## src/design/motion_regs.vh

```
`ifndef MOTION_REGS_VH
`define MOTION_REGS_VH
// register indices; byte address is four times the index
`define IDX_FOC 7'h06
`define IDX_STAT1 7'h16
`define IDX_STAT2 7'h17
`define IDX_ODET 7'h1A
`define IDX_WM_LO 7'h36
`define IDX_WM_HI 7'h37
`define IDX_EN1 7'h40
`define IDX_EN2 7'h41
`define IDX_PINCFG 7'h42
`define IDX_ROUTE 7'h43
`define IDX_UPDN 7'h44
`define IDX_OCFG 7'h45
`define IDX_LIM_LO 7'h46
`define IDX_LIM_HI 7'h47
`define IDX_SLP_LO 7'h48
`define IDX_SLP_HI 7'h49
`define IDX_HYS_LO 7'h4A
`define IDX_HYS_HI 7'h4B
`define IDX_SMD_LO 7'h5A
`define IDX_SMD_HI 7'h5B
`define IDX_SMD_TIME 7'h5C
`define IDX_HG_LO 7'h5E
`define IDX_HG_HI 7'h5F
`define IDX_HG_DUR 7'h60
`define IDX_LG_LO 7'h61
`define IDX_LG_HI 7'h62
`define IDX_LG_DUR 7'h63
`define IDX_FF_THR 7'h64
`define IDX_FF_DUR 7'h65
`define IDX_HG_AXES 7'h66
`define REG_COUNT 128
`define RST_BYTE 8'h00
// bit positions
`define B_ORIENT 0
`define B_HIGHG 6
`define B_LOWG 7
`define B_FF 0
`define B_ADRDY 1
`define B_GDRDY 2
`define B_WM 3
`define B_SMD 4
`define B_DOWN 2
`define B_UPDN 7
`define B_ACT_LOW 7
`define B_OD1 1
`define B_OD2 3
`define B_LATCH 0
`define B_TO_PIN2 1
// mode and blocking codes
`define OMODE_HIGH 2'b01
`define OMODE_LOW 2'b10
`define BLK_OFF 2'b00
`define BLK_BASIC 2'b01
`define BLK_SLOPE 2'b10
`define BLK_FULL 2'b11
// offset compensation command range
`define FOC_FIRST 8'h90
`define FOC_LAST 8'h95
// bus answers
`define RESP_OKAY 2'b00
`define RESP_SLVERR 2'b10
// timing
`define CLK_NS 20
`define MS_NS 1000000
`define BLOCK_MS 7'h64
`define FF_MS_PER_LSB 2
`endif

```

## src/design/motion_event_engine.v

```verilog
`timescale 1ns/1ns
`include "motion_regs.vh"
module motion_event_engine #(
  parameter MS_CYCLES = `MS_NS / `CLK_NS,
  parameter WM_BITS = 11
) (
  // clock, reset, enable
  input wire aclk,
  input wire aresetn,
  input wire ce,
  // axi4-lite write
  input wire [11:0] awaddr,
  input wire awvalid,
  output wire awready,
  input wire [31:0] wdata,
  input wire [3:0] wstrb,
  input wire wvalid,
  output wire wready,
  output reg [1:0] bresp,
  output reg bvalid,
  input wire bready,
  // axi4-lite read
  input wire [11:0] araddr,
  input wire arvalid,
  output wire arready,
  output reg [31:0] rdata,
  output reg [1:0] rresp,
  output reg rvalid,
  input wire rready,
  // samples and fifo level
  input wire [15:0] acc_x,
  input wire [15:0] acc_y,
  input wire [15:0] acc_z,
  input wire acc_valid,
  input wire gyro_valid,
  input wire [WM_BITS-1:0] fifo_count,
  // interrupt pins
  output wire first_interrupt_pin_out,
  output wire first_interrupt_pin_oe,
  output wire second_interrupt_pin_out,
  output wire second_interrupt_pin_oe,
  // offset compensation request
  output reg foc_start,
  output reg [1:0] foc_axis,
  output reg foc_negative
);
  localparam [19:0] MS_LAST = MS_CYCLES[19:0] - 20'h0_0001;
  localparam [6:0] BLOCK_MS_L = `BLOCK_MS;
  localparam [2:0] SMD_IDLE = 3'b001;
  localparam [2:0] SMD_BLOCK = 3'b010;
  localparam [2:0] SMD_PROOF = 3'b100;

  // absolute value of a sign-extended quantity
  function [17:0] abs18;
    input [17:0] v;
    begin
      abs18 = v[17] ? (~v + 18'h0_0001) : v;
    end
  endfunction

  // any of three slopes above a threshold
  function over_any;
    input [17:0] a;
    input [17:0] b;
    input [17:0] c;
    input [17:0] t;
    begin
      over_any = (a > t) || (b > t) || (c > t);
    end
  endfunction

  reg [7:0] cfg [0:`REG_COUNT-1];
  reg [7:0] stat1_reg, stat2_reg;
  reg [1:0] ocode_reg;
  reg down_reg;
  reg [15:0] px_reg, py_reg, pz_reg;
  integer i;

  // configuration fields
  wire [15:0] hyst = {cfg[`IDX_HYS_HI], cfg[`IDX_HYS_LO]};
  wire [15:0] big_lim = {cfg[`IDX_LIM_HI], cfg[`IDX_LIM_LO]};
  wire [15:0] slp_thr = {cfg[`IDX_SLP_HI], cfg[`IDX_SLP_LO]};
  wire [15:0] smd_thr = {cfg[`IDX_SMD_HI], cfg[`IDX_SMD_LO]};
  wire [15:0] hg_thr = {cfg[`IDX_HG_HI], cfg[`IDX_HG_LO]};
  wire [15:0] lg_thr = {cfg[`IDX_LG_HI], cfg[`IDX_LG_LO]};
  wire [WM_BITS-1:0] wm_level = {cfg[`IDX_WM_HI][2:0], cfg[`IDX_WM_LO]};
  wire [1:0] omode = cfg[`IDX_OCFG][1:0];
  wire [1:0] blk = cfg[`IDX_OCFG][3:2];
  wire updn_mode = cfg[`IDX_UPDN][`B_UPDN];
  wire latched = cfg[`IDX_ROUTE][`B_LATCH];
  wire to_pin2 = cfg[`IDX_ROUTE][`B_TO_PIN2];
  wire [3:0] pulse_len = cfg[`IDX_ROUTE][7:4];

  // magnitudes and slopes of the 16-bit samples
  wire [17:0] ax = abs18({{2{acc_x[15]}}, acc_x});
  wire [17:0] ay = abs18({{2{acc_y[15]}}, acc_y});
  wire [17:0] az = abs18({{2{acc_z[15]}}, acc_z});
  wire [17:0] sx = abs18({{2{acc_x[15]}}, acc_x} - {{2{px_reg[15]}}, px_reg});
  wire [17:0] sy = abs18({{2{acc_y[15]}}, acc_y} - {{2{py_reg[15]}}, py_reg});
  wire [17:0] sz = abs18({{2{acc_z[15]}}, acc_z} - {{2{pz_reg[15]}}, pz_reg});
  wire [19:0] axe = {2'b00, ax};
  wire [19:0] aye = {2'b00, ay};
  wire [19:0] he = {4'h0, hyst};

  // landscape / portrait comparisons per mode, scaled to avoid division
  reg land, port;
  always @* begin
    case (omode)
      `OMODE_HIGH: begin
        land = aye + (he << 1) < (axe << 1);
        port = aye > (axe << 1) + he;
      end
      `OMODE_LOW: begin
        land = (aye << 1) + he < axe;
        port = (aye << 1) > axe + (he << 1);
      end
      default: begin
        land = aye + he < axe;
        port = aye > axe + he;
      end
    endcase
  end

  // new code; inside the band the old one stays
  wire [1:0] ocode_next = land ? {1'b0, acc_x[15]} :
                          port ? {1'b1, ~acc_y[15]} : ocode_reg;
  wire down_next = (az > {2'b00, hyst}) ? acc_z[15] : down_reg;
  wire ochange = updn_mode ? (down_next != down_reg) : (ocode_next != ocode_reg);

  // blocking conditions
  reg [6:0] since_ms_reg;
  wire near_horiz = ({ax[16:0], 1'b0} + {ay[16:0], 1'b0}) < az;
  wire [17:0] big_e = {2'b00, big_lim};
  wire over_big = (ax > big_e) || (ay > big_e) || (az > big_e);
  wire [17:0] slp_e = {2'b00, slp_thr};
  wire [17:0] slp2_e = {1'b0, slp_thr, 1'b0};
  reg blocked;
  always @* begin
    case (blk)
      `BLK_OFF: blocked = 1'b0;
      `BLK_BASIC: blocked = near_horiz || over_big;
      `BLK_SLOPE: blocked = near_horiz || over_big || over_any(sx, sy, sz, slp_e);
      default: blocked = near_horiz || over_big || over_any(sx, sy, sz, slp2_e) ||
                         (since_ms_reg < BLOCK_MS_L);
    endcase
  end

  // one millisecond timebase
  reg [19:0] ms_cnt_reg;
  wire ms_tick = (ms_cnt_reg == MS_LAST);
  always @(posedge aclk) begin
    if (!aresetn) begin
      ms_cnt_reg <= 20'h0_0000;
    end else if (ce) begin
      ms_cnt_reg <= ms_tick ? 20'h0_0000 : ms_cnt_reg + 20'h0_0001;
    end
  end

  // orientation state, previous sample, time since last change
  always @(posedge aclk) begin
    if (!aresetn) begin
      ocode_reg <= 2'b00;
      down_reg <= 1'b0;
      px_reg <= 16'h0000;
      py_reg <= 16'h0000;
      pz_reg <= 16'h0000;
      since_ms_reg <= BLOCK_MS_L;
    end else if (ce) begin
      if (acc_valid) begin
        ocode_reg <= ocode_next;
        down_reg <= down_next;
        px_reg <= acc_x;
        py_reg <= acc_y;
        pz_reg <= acc_z;
      end
      if (acc_valid && ochange) begin
        since_ms_reg <= 7'h00;
      end else if (ms_tick && since_ms_reg < BLOCK_MS_L) begin
        since_ms_reg <= since_ms_reg + 7'h01;
      end
    end
  end

  // free-fall, low-g and high-g timers
  wire [18:0] sum3 = {1'b0, ax} + {1'b0, ay} + {1'b0, az};
  wire ff_cond = sum3 < {3'b000, cfg[`IDX_FF_THR], 8'h00};
  wire [17:0] lg_e = {2'b00, lg_thr};
  wire [17:0] hg_e = {2'b00, hg_thr};
  wire [2:0] hg_axes = cfg[`IDX_HG_AXES][2:0];
  wire lg_cond = (ax < lg_e) && (ay < lg_e) && (az < lg_e);
  wire hg_cond = (hg_axes[0] && ax > hg_e) || (hg_axes[1] && ay > hg_e) || (hg_axes[2] && az > hg_e);
  reg ff_hold_reg, ff_done_reg;
  reg [9:0] ff_ms_reg;
  reg [8:0] lg_cnt_reg, hg_cnt_reg;
  wire [9:0] ff_need = {1'b0, cfg[`IDX_FF_DUR], 1'b0};
  wire ff_fire = ff_hold_reg && !ff_done_reg && (ff_ms_reg > ff_need);
  wire lg_fire = acc_valid && lg_cond && (lg_cnt_reg == {1'b0, cfg[`IDX_LG_DUR]});
  wire hg_fire = acc_valid && hg_cond && (hg_cnt_reg == {1'b0, cfg[`IDX_HG_DUR]});
  always @(posedge aclk) begin
    if (!aresetn) begin
      ff_hold_reg <= 1'b0;
      ff_done_reg <= 1'b0;
      ff_ms_reg <= 10'h000;
      lg_cnt_reg <= 9'h000;
      hg_cnt_reg <= 9'h000;
    end else if (ce) begin
      if (acc_valid) begin
        ff_hold_reg <= ff_cond;
        lg_cnt_reg <= !lg_cond ? 9'h000 : lg_cnt_reg + {8'h00, lg_cnt_reg != 9'h1FF};
        hg_cnt_reg <= !hg_cond ? 9'h000 : hg_cnt_reg + {8'h00, hg_cnt_reg != 9'h1FF};
      end
      // count in milliseconds while the sum stays low
      if (acc_valid && !ff_cond) begin
        ff_ms_reg <= 10'h000;
        ff_done_reg <= 1'b0;
      end else begin
        if (ms_tick && ff_hold_reg && ff_ms_reg != 10'h3FF) begin
          ff_ms_reg <= ff_ms_reg + 10'h001;
        end
        if (ff_fire) begin
          ff_done_reg <= 1'b1;
        end
      end
    end
  end

  // significant motion sequencer, timed in samples
  reg [2:0] smd_state_reg;
  reg [3:0] smd_cnt_reg;
  reg smd_fire;
  wire smd_slope = over_any(sx, sy, sz, {2'b00, smd_thr});
  always @(posedge aclk) begin
    if (!aresetn) begin
      smd_state_reg <= SMD_IDLE;
      smd_cnt_reg <= 4'h0;
      smd_fire <= 1'b0;
    end else if (ce) begin
      smd_fire <= 1'b0;
      if (acc_valid) begin
        case (smd_state_reg)
          SMD_IDLE: begin
            smd_cnt_reg <= 4'h0;
            if (smd_slope) begin
              smd_state_reg <= SMD_BLOCK;
            end
          end
          SMD_BLOCK: begin
            if (smd_cnt_reg == cfg[`IDX_SMD_TIME][7:4]) begin
              smd_state_reg <= SMD_PROOF;
              smd_cnt_reg <= 4'h0;
            end else begin
              smd_cnt_reg <= smd_cnt_reg + 4'h1;
            end
          end
          SMD_PROOF: begin
            if (smd_slope) begin
              smd_fire <= 1'b1;
              smd_state_reg <= SMD_IDLE;
            end else if (smd_cnt_reg == cfg[`IDX_SMD_TIME][3:0]) begin
              smd_state_reg <= SMD_IDLE;
            end else begin
              smd_cnt_reg <= smd_cnt_reg + 4'h1;
            end
          end
          default: smd_state_reg <= SMD_IDLE;
        endcase
      end
    end
  end

  // watermark edge: fire once when the count reaches the level
  reg wm_eq_reg;
  wire wm_eq = (fifo_count == wm_level);
  always @(posedge aclk) begin
    if (!aresetn) begin
      wm_eq_reg <= 1'b0;
    end else if (ce) begin
      wm_eq_reg <= wm_eq;
    end
  end

  // event vectors gated by enables
  wire orient_fire = acc_valid && ochange && !blocked;
  wire [7:0] en1 = cfg[`IDX_EN1];
  wire [7:0] en2 = cfg[`IDX_EN2];
  wire [7:0] s1_set = {lg_fire & en1[`B_LOWG], hg_fire & en1[`B_HIGHG], 5'b00000,
                       orient_fire & en1[`B_ORIENT]};
  wire [7:0] s2_set = {3'b000, smd_fire & en2[`B_SMD], wm_eq & !wm_eq_reg & en2[`B_WM],
                       gyro_valid & en2[`B_GDRDY], acc_valid & en2[`B_ADRDY],
                       ff_fire & en2[`B_FF]};

  // axi4-lite write channel: address and data taken in either order
  reg aw_held_reg, w_held_reg;
  reg [11:0] awaddr_reg;
  reg [7:0] wbyte_reg;
  reg wlane_reg;
  assign awready = ce && !aw_held_reg;
  assign wready = ce && !w_held_reg;
  wire wr_go = ce && aw_held_reg && w_held_reg && !bvalid;
  wire wr_ok = wr_go && (awaddr_reg[11:9] == 3'b000) && wlane_reg;
  wire [6:0] wr_idx = awaddr_reg[8:2];
  wire [7:0] clr1 = (wr_ok && wr_idx == `IDX_STAT1) ? wbyte_reg : 8'h00;
  wire [7:0] clr2 = (wr_ok && wr_idx == `IDX_STAT2) ? wbyte_reg : 8'h00;
  always @(posedge aclk) begin
    if (!aresetn) begin
      aw_held_reg <= 1'b0;
      w_held_reg <= 1'b0;
      awaddr_reg <= 12'h000;
      wbyte_reg <= `RST_BYTE;
      wlane_reg <= 1'b0;
      bvalid <= 1'b0;
      bresp <= `RESP_OKAY;
      foc_start <= 1'b0;
      foc_axis <= 2'b00;
      foc_negative <= 1'b0;
      for (i = 0; i < `REG_COUNT; i = i + 1) begin
        cfg[i] <= `RST_BYTE;
      end
    end else if (ce) begin
      foc_start <= 1'b0;
      if (awvalid && !aw_held_reg) begin
        aw_held_reg <= 1'b1;
        awaddr_reg <= awaddr;
      end
      if (wvalid && !w_held_reg) begin
        w_held_reg <= 1'b1;
        wbyte_reg <= wdata[7:0];
        wlane_reg <= wstrb[0];
      end
      if (wr_go) begin
        aw_held_reg <= 1'b0;
        w_held_reg <= 1'b0;
        bvalid <= 1'b1;
        bresp <= (awaddr_reg[11:9] == 3'b000) ? `RESP_OKAY : `RESP_SLVERR;
      end else if (bvalid && bready) begin
        bvalid <= 1'b0;
      end
      if (wr_ok) begin
        cfg[wr_idx] <= wbyte_reg;
      end
      // fast offset compensation command, gyro target zero
      if (wr_ok && wr_idx == `IDX_FOC && wbyte_reg >= `FOC_FIRST && wbyte_reg <= `FOC_LAST) begin
        foc_start <= 1'b1;
        foc_axis <= wbyte_reg[2:1];
        foc_negative <= wbyte_reg[0];
      end
    end
  end

  // sticky status, write one to clear; a new event beats the clear
  always @(posedge aclk) begin
    if (!aresetn) begin
      stat1_reg <= `RST_BYTE;
      stat2_reg <= `RST_BYTE;
    end else if (ce) begin
      stat1_reg <= (stat1_reg & ~clr1) | s1_set;
      stat2_reg <= (stat2_reg & ~clr2) | s2_set;
    end
  end

  // axi4-lite read channel, one cycle to answer
  wire [6:0] rd_idx = araddr[8:2];
  reg [7:0] rd_byte;
  always @* begin
    if (rd_idx == `IDX_STAT1) begin
      rd_byte = stat1_reg;
    end else if (rd_idx == `IDX_STAT2) begin
      rd_byte = stat2_reg;
    end else if (rd_idx == `IDX_ODET) begin
      rd_byte = {5'b00000, down_reg, ocode_reg};
    end else begin
      rd_byte = cfg[rd_idx];
    end
  end
  assign arready = ce && !rvalid;
  always @(posedge aclk) begin
    if (!aresetn) begin
      rvalid <= 1'b0;
      rdata <= 32'h0000_0000;
      rresp <= `RESP_OKAY;
    end else if (ce) begin
      if (arvalid && !rvalid) begin
        rvalid <= 1'b1;
        rdata <= (araddr[11:9] == 3'b000) ? {24'h00_0000, rd_byte} : 32'h0000_0000;
        rresp <= (araddr[11:9] == 3'b000) ? `RESP_OKAY : `RESP_SLVERR;
      end else if (rready) begin
        rvalid <= 1'b0;
      end
    end
  end

  // pin activity: level from flags when latched, else a pulse per event
  wire motion_flags = (|stat1_reg) | stat2_reg[`B_FF] | stat2_reg[`B_SMD];
  wire data_flags = stat2_reg[`B_WM] | stat2_reg[`B_GDRDY] | stat2_reg[`B_ADRDY];
  wire motion_ev = (|s1_set) | s2_set[`B_FF] | s2_set[`B_SMD];
  wire data_ev = s2_set[`B_WM] | s2_set[`B_GDRDY] | s2_set[`B_ADRDY];
  wire [1:0] pin_lvl = {motion_flags & to_pin2, data_flags | (motion_flags & !to_pin2)};
  wire [1:0] pin_ev = {motion_ev & to_pin2, data_ev | (motion_ev & !to_pin2)};
  wire [1:0] pin_od = {cfg[`IDX_PINCFG][`B_OD2], cfg[`IDX_PINCFG][`B_OD1]};
  wire act_low = cfg[`IDX_PINCFG][`B_ACT_LOW];
  wire [1:0] pin_out;
  wire [1:0] pin_oe;
  genvar g;
  generate
    for (g = 0; g < 2; g = g + 1) begin : pin
      reg [3:0] pulse_reg;
      reg act_reg;
      // unlatched events give a clock-like pulse of pulse_len+1 cycles
      always @(posedge aclk) begin
        if (!aresetn) begin
          pulse_reg <= 4'h0;
          act_reg <= 1'b0;
        end else if (ce) begin
          if (pin_ev[g]) begin
            pulse_reg <= pulse_len;
          end else if (pulse_reg != 4'h0) begin
            pulse_reg <= pulse_reg - 4'h1;
          end
          act_reg <= latched ? pin_lvl[g] : (pin_ev[g] || pulse_reg != 4'h0);
        end
      end
      // open drain only pulls to the inactive-high wire level's opposite
      wire lvl = act_reg ^ act_low;
      assign pin_out[g] = pin_od[g] ? 1'b0 : lvl;
      assign pin_oe[g] = pin_od[g] ? !lvl : 1'b1;
    end
  endgenerate
  assign first_interrupt_pin_out = pin_out[0];
  assign first_interrupt_pin_oe = pin_oe[0];
  assign second_interrupt_pin_out = pin_out[1];
  assign second_interrupt_pin_oe = pin_oe[1];
endmodule

```

## config.mk

```make
export PLATFORM = sky130hd
export DESIGN_NAME = motion_event_engine
export DESIGN_NICKNAME = d
export VERILOG_FILES = /design/src/design/motion_event_engine.v
export VERILOG_INCLUDE_DIRS = /design/src /design/src/design
export SDC_FILE = /design/constraint.sdc
export NUM_CORES = 2
export LEC_CHECK = 0
export BUFFER_PORTS_ARGS = -buffer_cell sky130_fd_sc_hd__buf_2
export CAP_MARGIN = 20
export CELL_PAD_IN_SITES_DETAIL_PLACEMENT = 0
export CELL_PAD_IN_SITES_GLOBAL_PLACEMENT = 1
export CORE_UTILIZATION = 25
export CTS_CLUSTER_DIAMETER = 80
export DETAILED_ROUTE_END_ITERATION = 10
export PLACE_DENSITY_LB_ADDON = 0.1
export SETUP_SLACK_MARGIN = 0.2
export SYNTH_ARGS = -nofsm -noshare
export SYNTH_HDL_FRONTEND = slang
export SYNTH_SLANG_ARGS = --single-unit
```

## constraint.sdc

```tcl
create_clock -name aclk -period 7.7 [get_ports aclk]
set_clock_uncertainty 0.2 [all_clocks]
set_input_delay 0.385 -clock aclk [delete_from_list [all_inputs] [get_ports aclk]]
set_output_delay 0.385 -clock aclk [all_outputs]
set_load 0.01 [all_outputs]
```

### After elaboration in Yosys (flattened, before gate mapping)

Memories as Yosys holds them, arrays and structs flattened.
Cells that the tools add are included.

* register bits: 208
* latch bits: 0
* bits in writable memories: 1024
* memory bits (read-only): 0
* input port bits: 129
* output and inout port bits: 49
* logic and storage cells: 325
* memories kept: 1

Memory list
* cfg: depth 128, bits a word 8, read ports 27, clocked after memory_dff 0, write ports 128, RTL line motion_event_engine.v:72 `` reg [7:0] cfg [0:`REG_COUNT-1]; ``

* add/subtract/negate cells: 26
* multiply operators: 0
* divide/modulo/power cells: 0
* order comparisons: 31
* equality and inequality tests: 29
* shifts and indexed selects: 0
* muxes and demuxes: 69
* bitwise gates (word level): 38
* reduce and logical (&&, ||, !) cells: 96

Operators with widths (count)
* > comparator 18 x 16 -> 1 bit: 13
* adder 18 x 1 -> 18 bit (second input constant): 6
* 2-to-1 mux 18 bit: 6
* inverter 18 bit: 6
* 2-to-1 mux 8 bit: 7
* > comparator 18 x 17 -> 1 bit: 3
* < comparator 18 x 16 -> 1 bit: 3
* subtractor 16 x 16 -> 17 bit: 3
* adder 19 x 16 -> 20 bit: 2
* adder 18 x 16 -> 19 bit: 2
* adder 18 x 17 -> 19 bit: 2
* equality test 7 x 5 -> 1 bit (second input constant): 5
* logical AND 1 bit: 34
* AND reduction 2 bit: 15
* 2-to-1 mux 1 bit: 28
* 2-to-1 mux 4 bit: 7
* 2-to-1 mux 7 bit: 3
* adder 20 x 1 -> 20 bit (second input constant): 1
* equality test 20 x 16 -> 1 bit (second input constant): 1
* > comparator 18 x 20 -> 1 bit: 1
* < comparator 20 x 18 -> 1 bit: 1
* 2-to-1 mux 10 bit: 2
* 2-to-1 mux 20 bit: 1
* adder 18 x 18 -> 19 bit: 1
* 57 further kinds: 136

### Logic depth before layout (Yosys ltp)

* depth after elaboration: 20
* depth in mapped cells: 33
* gate-level depth less buffers: 32

### Least setup slack after synthesis

Ideal clock, no wire load.

* path kind: input port to flip-flop
* from: input port acc_y[15]
* to: register pin[0].pulse_reg[2]
* library setup time: 122 ps
* data arrival time: 6796 ps
* required time: 7378 ps
* setup slack: 582 ps
* cell stages on the path: 29
* buffers on the path: 2
* cells stage by stage: clkbuf_1 o21ai_0 inv_1 fa_1 nor2b_1 o21ai_0 a21boi_0 o21ai_0 a21boi_0 o21ai_0 a21boi_0 o21a_1 nor4_1 o41ai_1 xor2_1 ha_1 nand2_1 nor2_1 a2111oi_0 o21ai_0 a22oi_1 o21ai_1 o21ba_2 a2111o_1 o211ai_4 a21o_1 buf_6 o21ai_0 a311o_1

* cells in the longest elaborated chain, start to end: 20
* elaborated cells on any way between the ends: 64
* those cells by class: add/sub (7); order compare (12); eq/ne (1); mux (9); bitwise (10); reduce/logical (25)

Ends and longest elaborated chain
* start, declared: RTL line motion_event_engine.v:32 `input wire [15:0] acc_y,`
* parallel branches: the longest is 13 deep, another holds adder 19 x 16 -> 20 bit
* OR reduction 3 bit *: RTL line motion_event_engine.v:395 `` wire motion_ev = (|s1_set) | s2_set[`B_FF] | s2_set[`B_SMD]; ``
* OR 1 bit * (2 in series): RTL line motion_event_engine.v:395
* bitwise AND 1 bit *: RTL line motion_event_engine.v:398 `wire [1:0] pin_ev = {motion_ev & to_pin2, data_ev | (motion_ev & !to_pin2)};`
* OR 1 bit *: RTL line motion_event_engine.v:398
* nonzero test 2 bit (no source line)
* AND reduction 2 bit (no source line)
* end signal, assigned: RTL line motion_event_engine.v:415 `pulse_reg <= pulse_len;`
* end signal, assigned: RTL line motion_event_engine.v:417 `pulse_reg <= pulse_reg - 4'h1;`
* end, declared: RTL line motion_event_engine.v:406 `reg [3:0] pulse_reg;`

Every way passes the cells marked *.
A chain may end at the register's enable or synchronous reset.

### Final worst setup path

* from: input port acc_y[1]
* to: register pin[0].pulse_reg[2]

Same word-level chain as after synthesis.

==> impl_metrics.yaml <==
run_status:
  outcome: "finished clean"
drt:
  drtPass1Iterations: 7
  drcViolationCount: 0
  ant_nets: 0
  wirelength_um: 292000
  drt_iter0_markers: 3778
  wire_per_inst_um: 26.3
  vias: 53735
  avgViaCountPerCell: 4.85
synth:
  yosysTopAreaCell: "edfxtp_1"
  yosys.area.top_type_share: 0.407
  synth-seq-cells: 1204
  synth_most_common_cell: "edfxtp_1"
  ys_types: 93
  synth_common_cells: "edfxtp_1, and2_1, ha_1, nand2_1, nor2_1"
  syn-instance-count: 6691
  avgSynthCellArea_um2: 11.3
  async_flop_share: 0
  synth_ff_type: "edfxtp_1"
  synth_warnings: 0
  synth_area_mm2: 0.0755
  synth-edff-count: 1024
  synth_area_leaders: "edfxtp_1, ha_1, mux4_2, and2_1, dfxtp_1"
  ys_seq_area_frac: 0.455
worst_setup_path:
  cpMostUsedCell: "o21ai_0"
  arrival_ns: 7.63
  worstSetupPathType: "primary input to flop"
  path_buf_inv: 7
  r2r_setup_slack_ns: 1.00
  r2r_start: "cfg[74][0]"
  cp_slowest_cell: "dlygate4sd3_1"
  slowest_delay_ns: 0.52
  worstPathRequired_ns: 8.24
  cp-startpoint: "acc_y[1]"
  reg2reg_depth: 32
  start_kind: "primary input"
  crit_path_end_kind: "flop"
  crit_family: "compound AO/OA/AOI/OAI gates"
  cp_max_fo: 5
  r2r-end: "pin[0].pulse_reg[2]"
timing:
  hold_violations: 0
  fin_hold_ws_ns: 0.0118
  period_share: 0.921
  setup_slack_ns: 0.606
  finalMaxSlewViolations: 0
  setup_tns_ns: 0
  fmax_mhz: 141
  rsz0062_at_grt: "false"
  setup_viol: 0
  tightest_slew_ns: 1.09
  period_needed_ns: 7.09
  maxSlewHeadroom: 0.264
floorplanning:
  die_width_um: 551
  rows: 201
  io_pins: 178
  fp.dieH_um: 551
  die_area_mm2: 0.304
  core-area_mm2: 0.300
  start_util: 0.252
run:
  cap_violations: 0
layout:
  largest_register_ffs: 1024
  fin_nets: 7785
  layout-drive-gt1-share: 0.147
  areaGrowthSynthToFinish_pct: 17.2
cts:
  h-tree-depth: 4
  clock_sinks: 1204
  cts_root_buffer: "clkbuf_16"
  postCtsSetupBuffers: 0
  ctsLongestPathBuffers: 4
  clk_pin_slew_ns: 0.06
  clock_latency_ns: 0.85
  numCtsBuffers: 167
  cts_tree: "done"
placement:
  hpwlAfterDp_um: 206000
  io_buffers: 120
  gp_congestion: 0.829
  post-place-ws_ns: 0.0646
power_and_ir_drop:
  swShare: 0.297
  pwr-share-seq: 0.385
  irDropWorstVdd_uv: 165
  leakagePower_nw: 35.0
  clkPwrFrac: 0.401
  power_switching_mw: 5.72
  comb_power_share: 0.214
  power.internal_mw: 13.5
  cellPowerDensity_mw_per_mm2: 218
worst_hold_path:
  hp-start: "aresetn"
  hold_end: "cfg[48][1]"
  min_path_cells: 2
  hold_path_class: "primary input to flop"
global_route:
  grt_pass1_wl_um: 412000
  grt_usage: 0.190
  first_global_vias: 54455
  grt_max_degree: 74
  grt-ovfl-total: 0
  antenna_found_initial: 29
-- layer usage --
| metal | global-route usage | vias to the layer above | routed length (um) |
|---|---|---|---|
| li1 | - | 25291 | - |
| met1 | 0.252 | 27112 | 131000 |
| met2 | 0.329 | 1025 | 143000 |
| met3 | 0.0182 | 303 | 10200 |
| met4 | 0.0471 | 4 | 7260 |
| met5 | 0 | - | 23 |
-- cell type report --
type | count | area (um2)
Clock buffer | 227 | 4680
Sequential cell | 1204 | 34400
Fill cell | 30741 | 212000
Tap cell | 3958 | 4950
Clock inverter | 66 | 663
Timing Repair Buffer | 475 | 3680
Multi-Input combinational cell | 4838 | 38900
Inverter | 305 | 1150
Antenna cell | 8 | 20.0
-- power by group through the flow --
stage | clock [mW] | combinational [mW] | sequential [mW]
floorplan | 0 | 2.66 | 7.47
global placement | 0 | 4.06 | 7.56
detailed placement | 0 | 4.08 | 7.56
CTS | 7.95 | 4.15 | 7.43
global route | 8.16 | 4.58 | 7.44
finish | 7.72 | 4.12 | 7.42
-- cells by family after synthesis --
logic type	Yosys count	share of synthesized area
xor+xnor	274	0.0319
other cells	2	0.0000995
compound gates	1037	0.0862
buf+inv	701	0.0364
flops	1204	0.455
fa+ha+maj	665	0.113
simple gates	2445	0.173
mux	363	0.104
-- cell usage in the layout, fill, tap and decap left out, types with 23 or more instances in the layout --
cell type,instances
edfxtp_1,1024
and2_1,721
ha_1,638
nand2_1,463
nor2_1,371
and3_1,358
mux4_2,336
a21oi_1,323
inv_1,304
o21ai_0,247
buf_4,218
dfxtp_1,172
clkbuf_16,171
xnor2_1,138
buf_2,126
xor2_1,112
a21o_1,109
dlygate4sd3_1,109
nand3_1,108
nand4_1,91
nor3_1,70
nor2b_1,58
conb_1,54
o21a_1,51
nand2b_1,44
a211oi_1,38
clkbuf_1,37
or3_1,34
o211ai_1,32
nor4_1,27
fa_1,27
mux2i_1,25
o21ai_1,24
clkinv_2,23
-- worst max-delay path by stage --
stage,depth (start not counted),to,slack [ns]
global route,36,pin[0].pulse_reg[1],0.22
CTS,33,pin[0].pulse_reg[2],0.43
floorplan,29,pin[0].pulse_reg[2],0.58
global placement,34,pin[0].pulse_reg[2],0.12
detailed placement,32,pin[0].pulse_reg[2],0.06
finish,36,pin[0].pulse_reg[2],0.61
-- metrics by stage --
step	power, mW	area (um2)	std cells	util
2_1_floorplan	10.1	75700	6743	-
3_3_place_gp	11.6	81700	10642	0.272
3_5_place_dp	11.6	81800	10649	0.273
4_1_cts	19.5	88200	11051	0.294
5_1_grt	20.2	88400	11074	0.295
6_report	19.3	88400	11081	0.295
-- repair_timing --
item / in CTS / in global routing
endpoints found under the hold margin: 88 / 0
endpoints found under the setup margin: 0 / 9
resized for setup: 0 / 14
hold buffers: 109 / 0
Power figures use the tool's default switching activity.
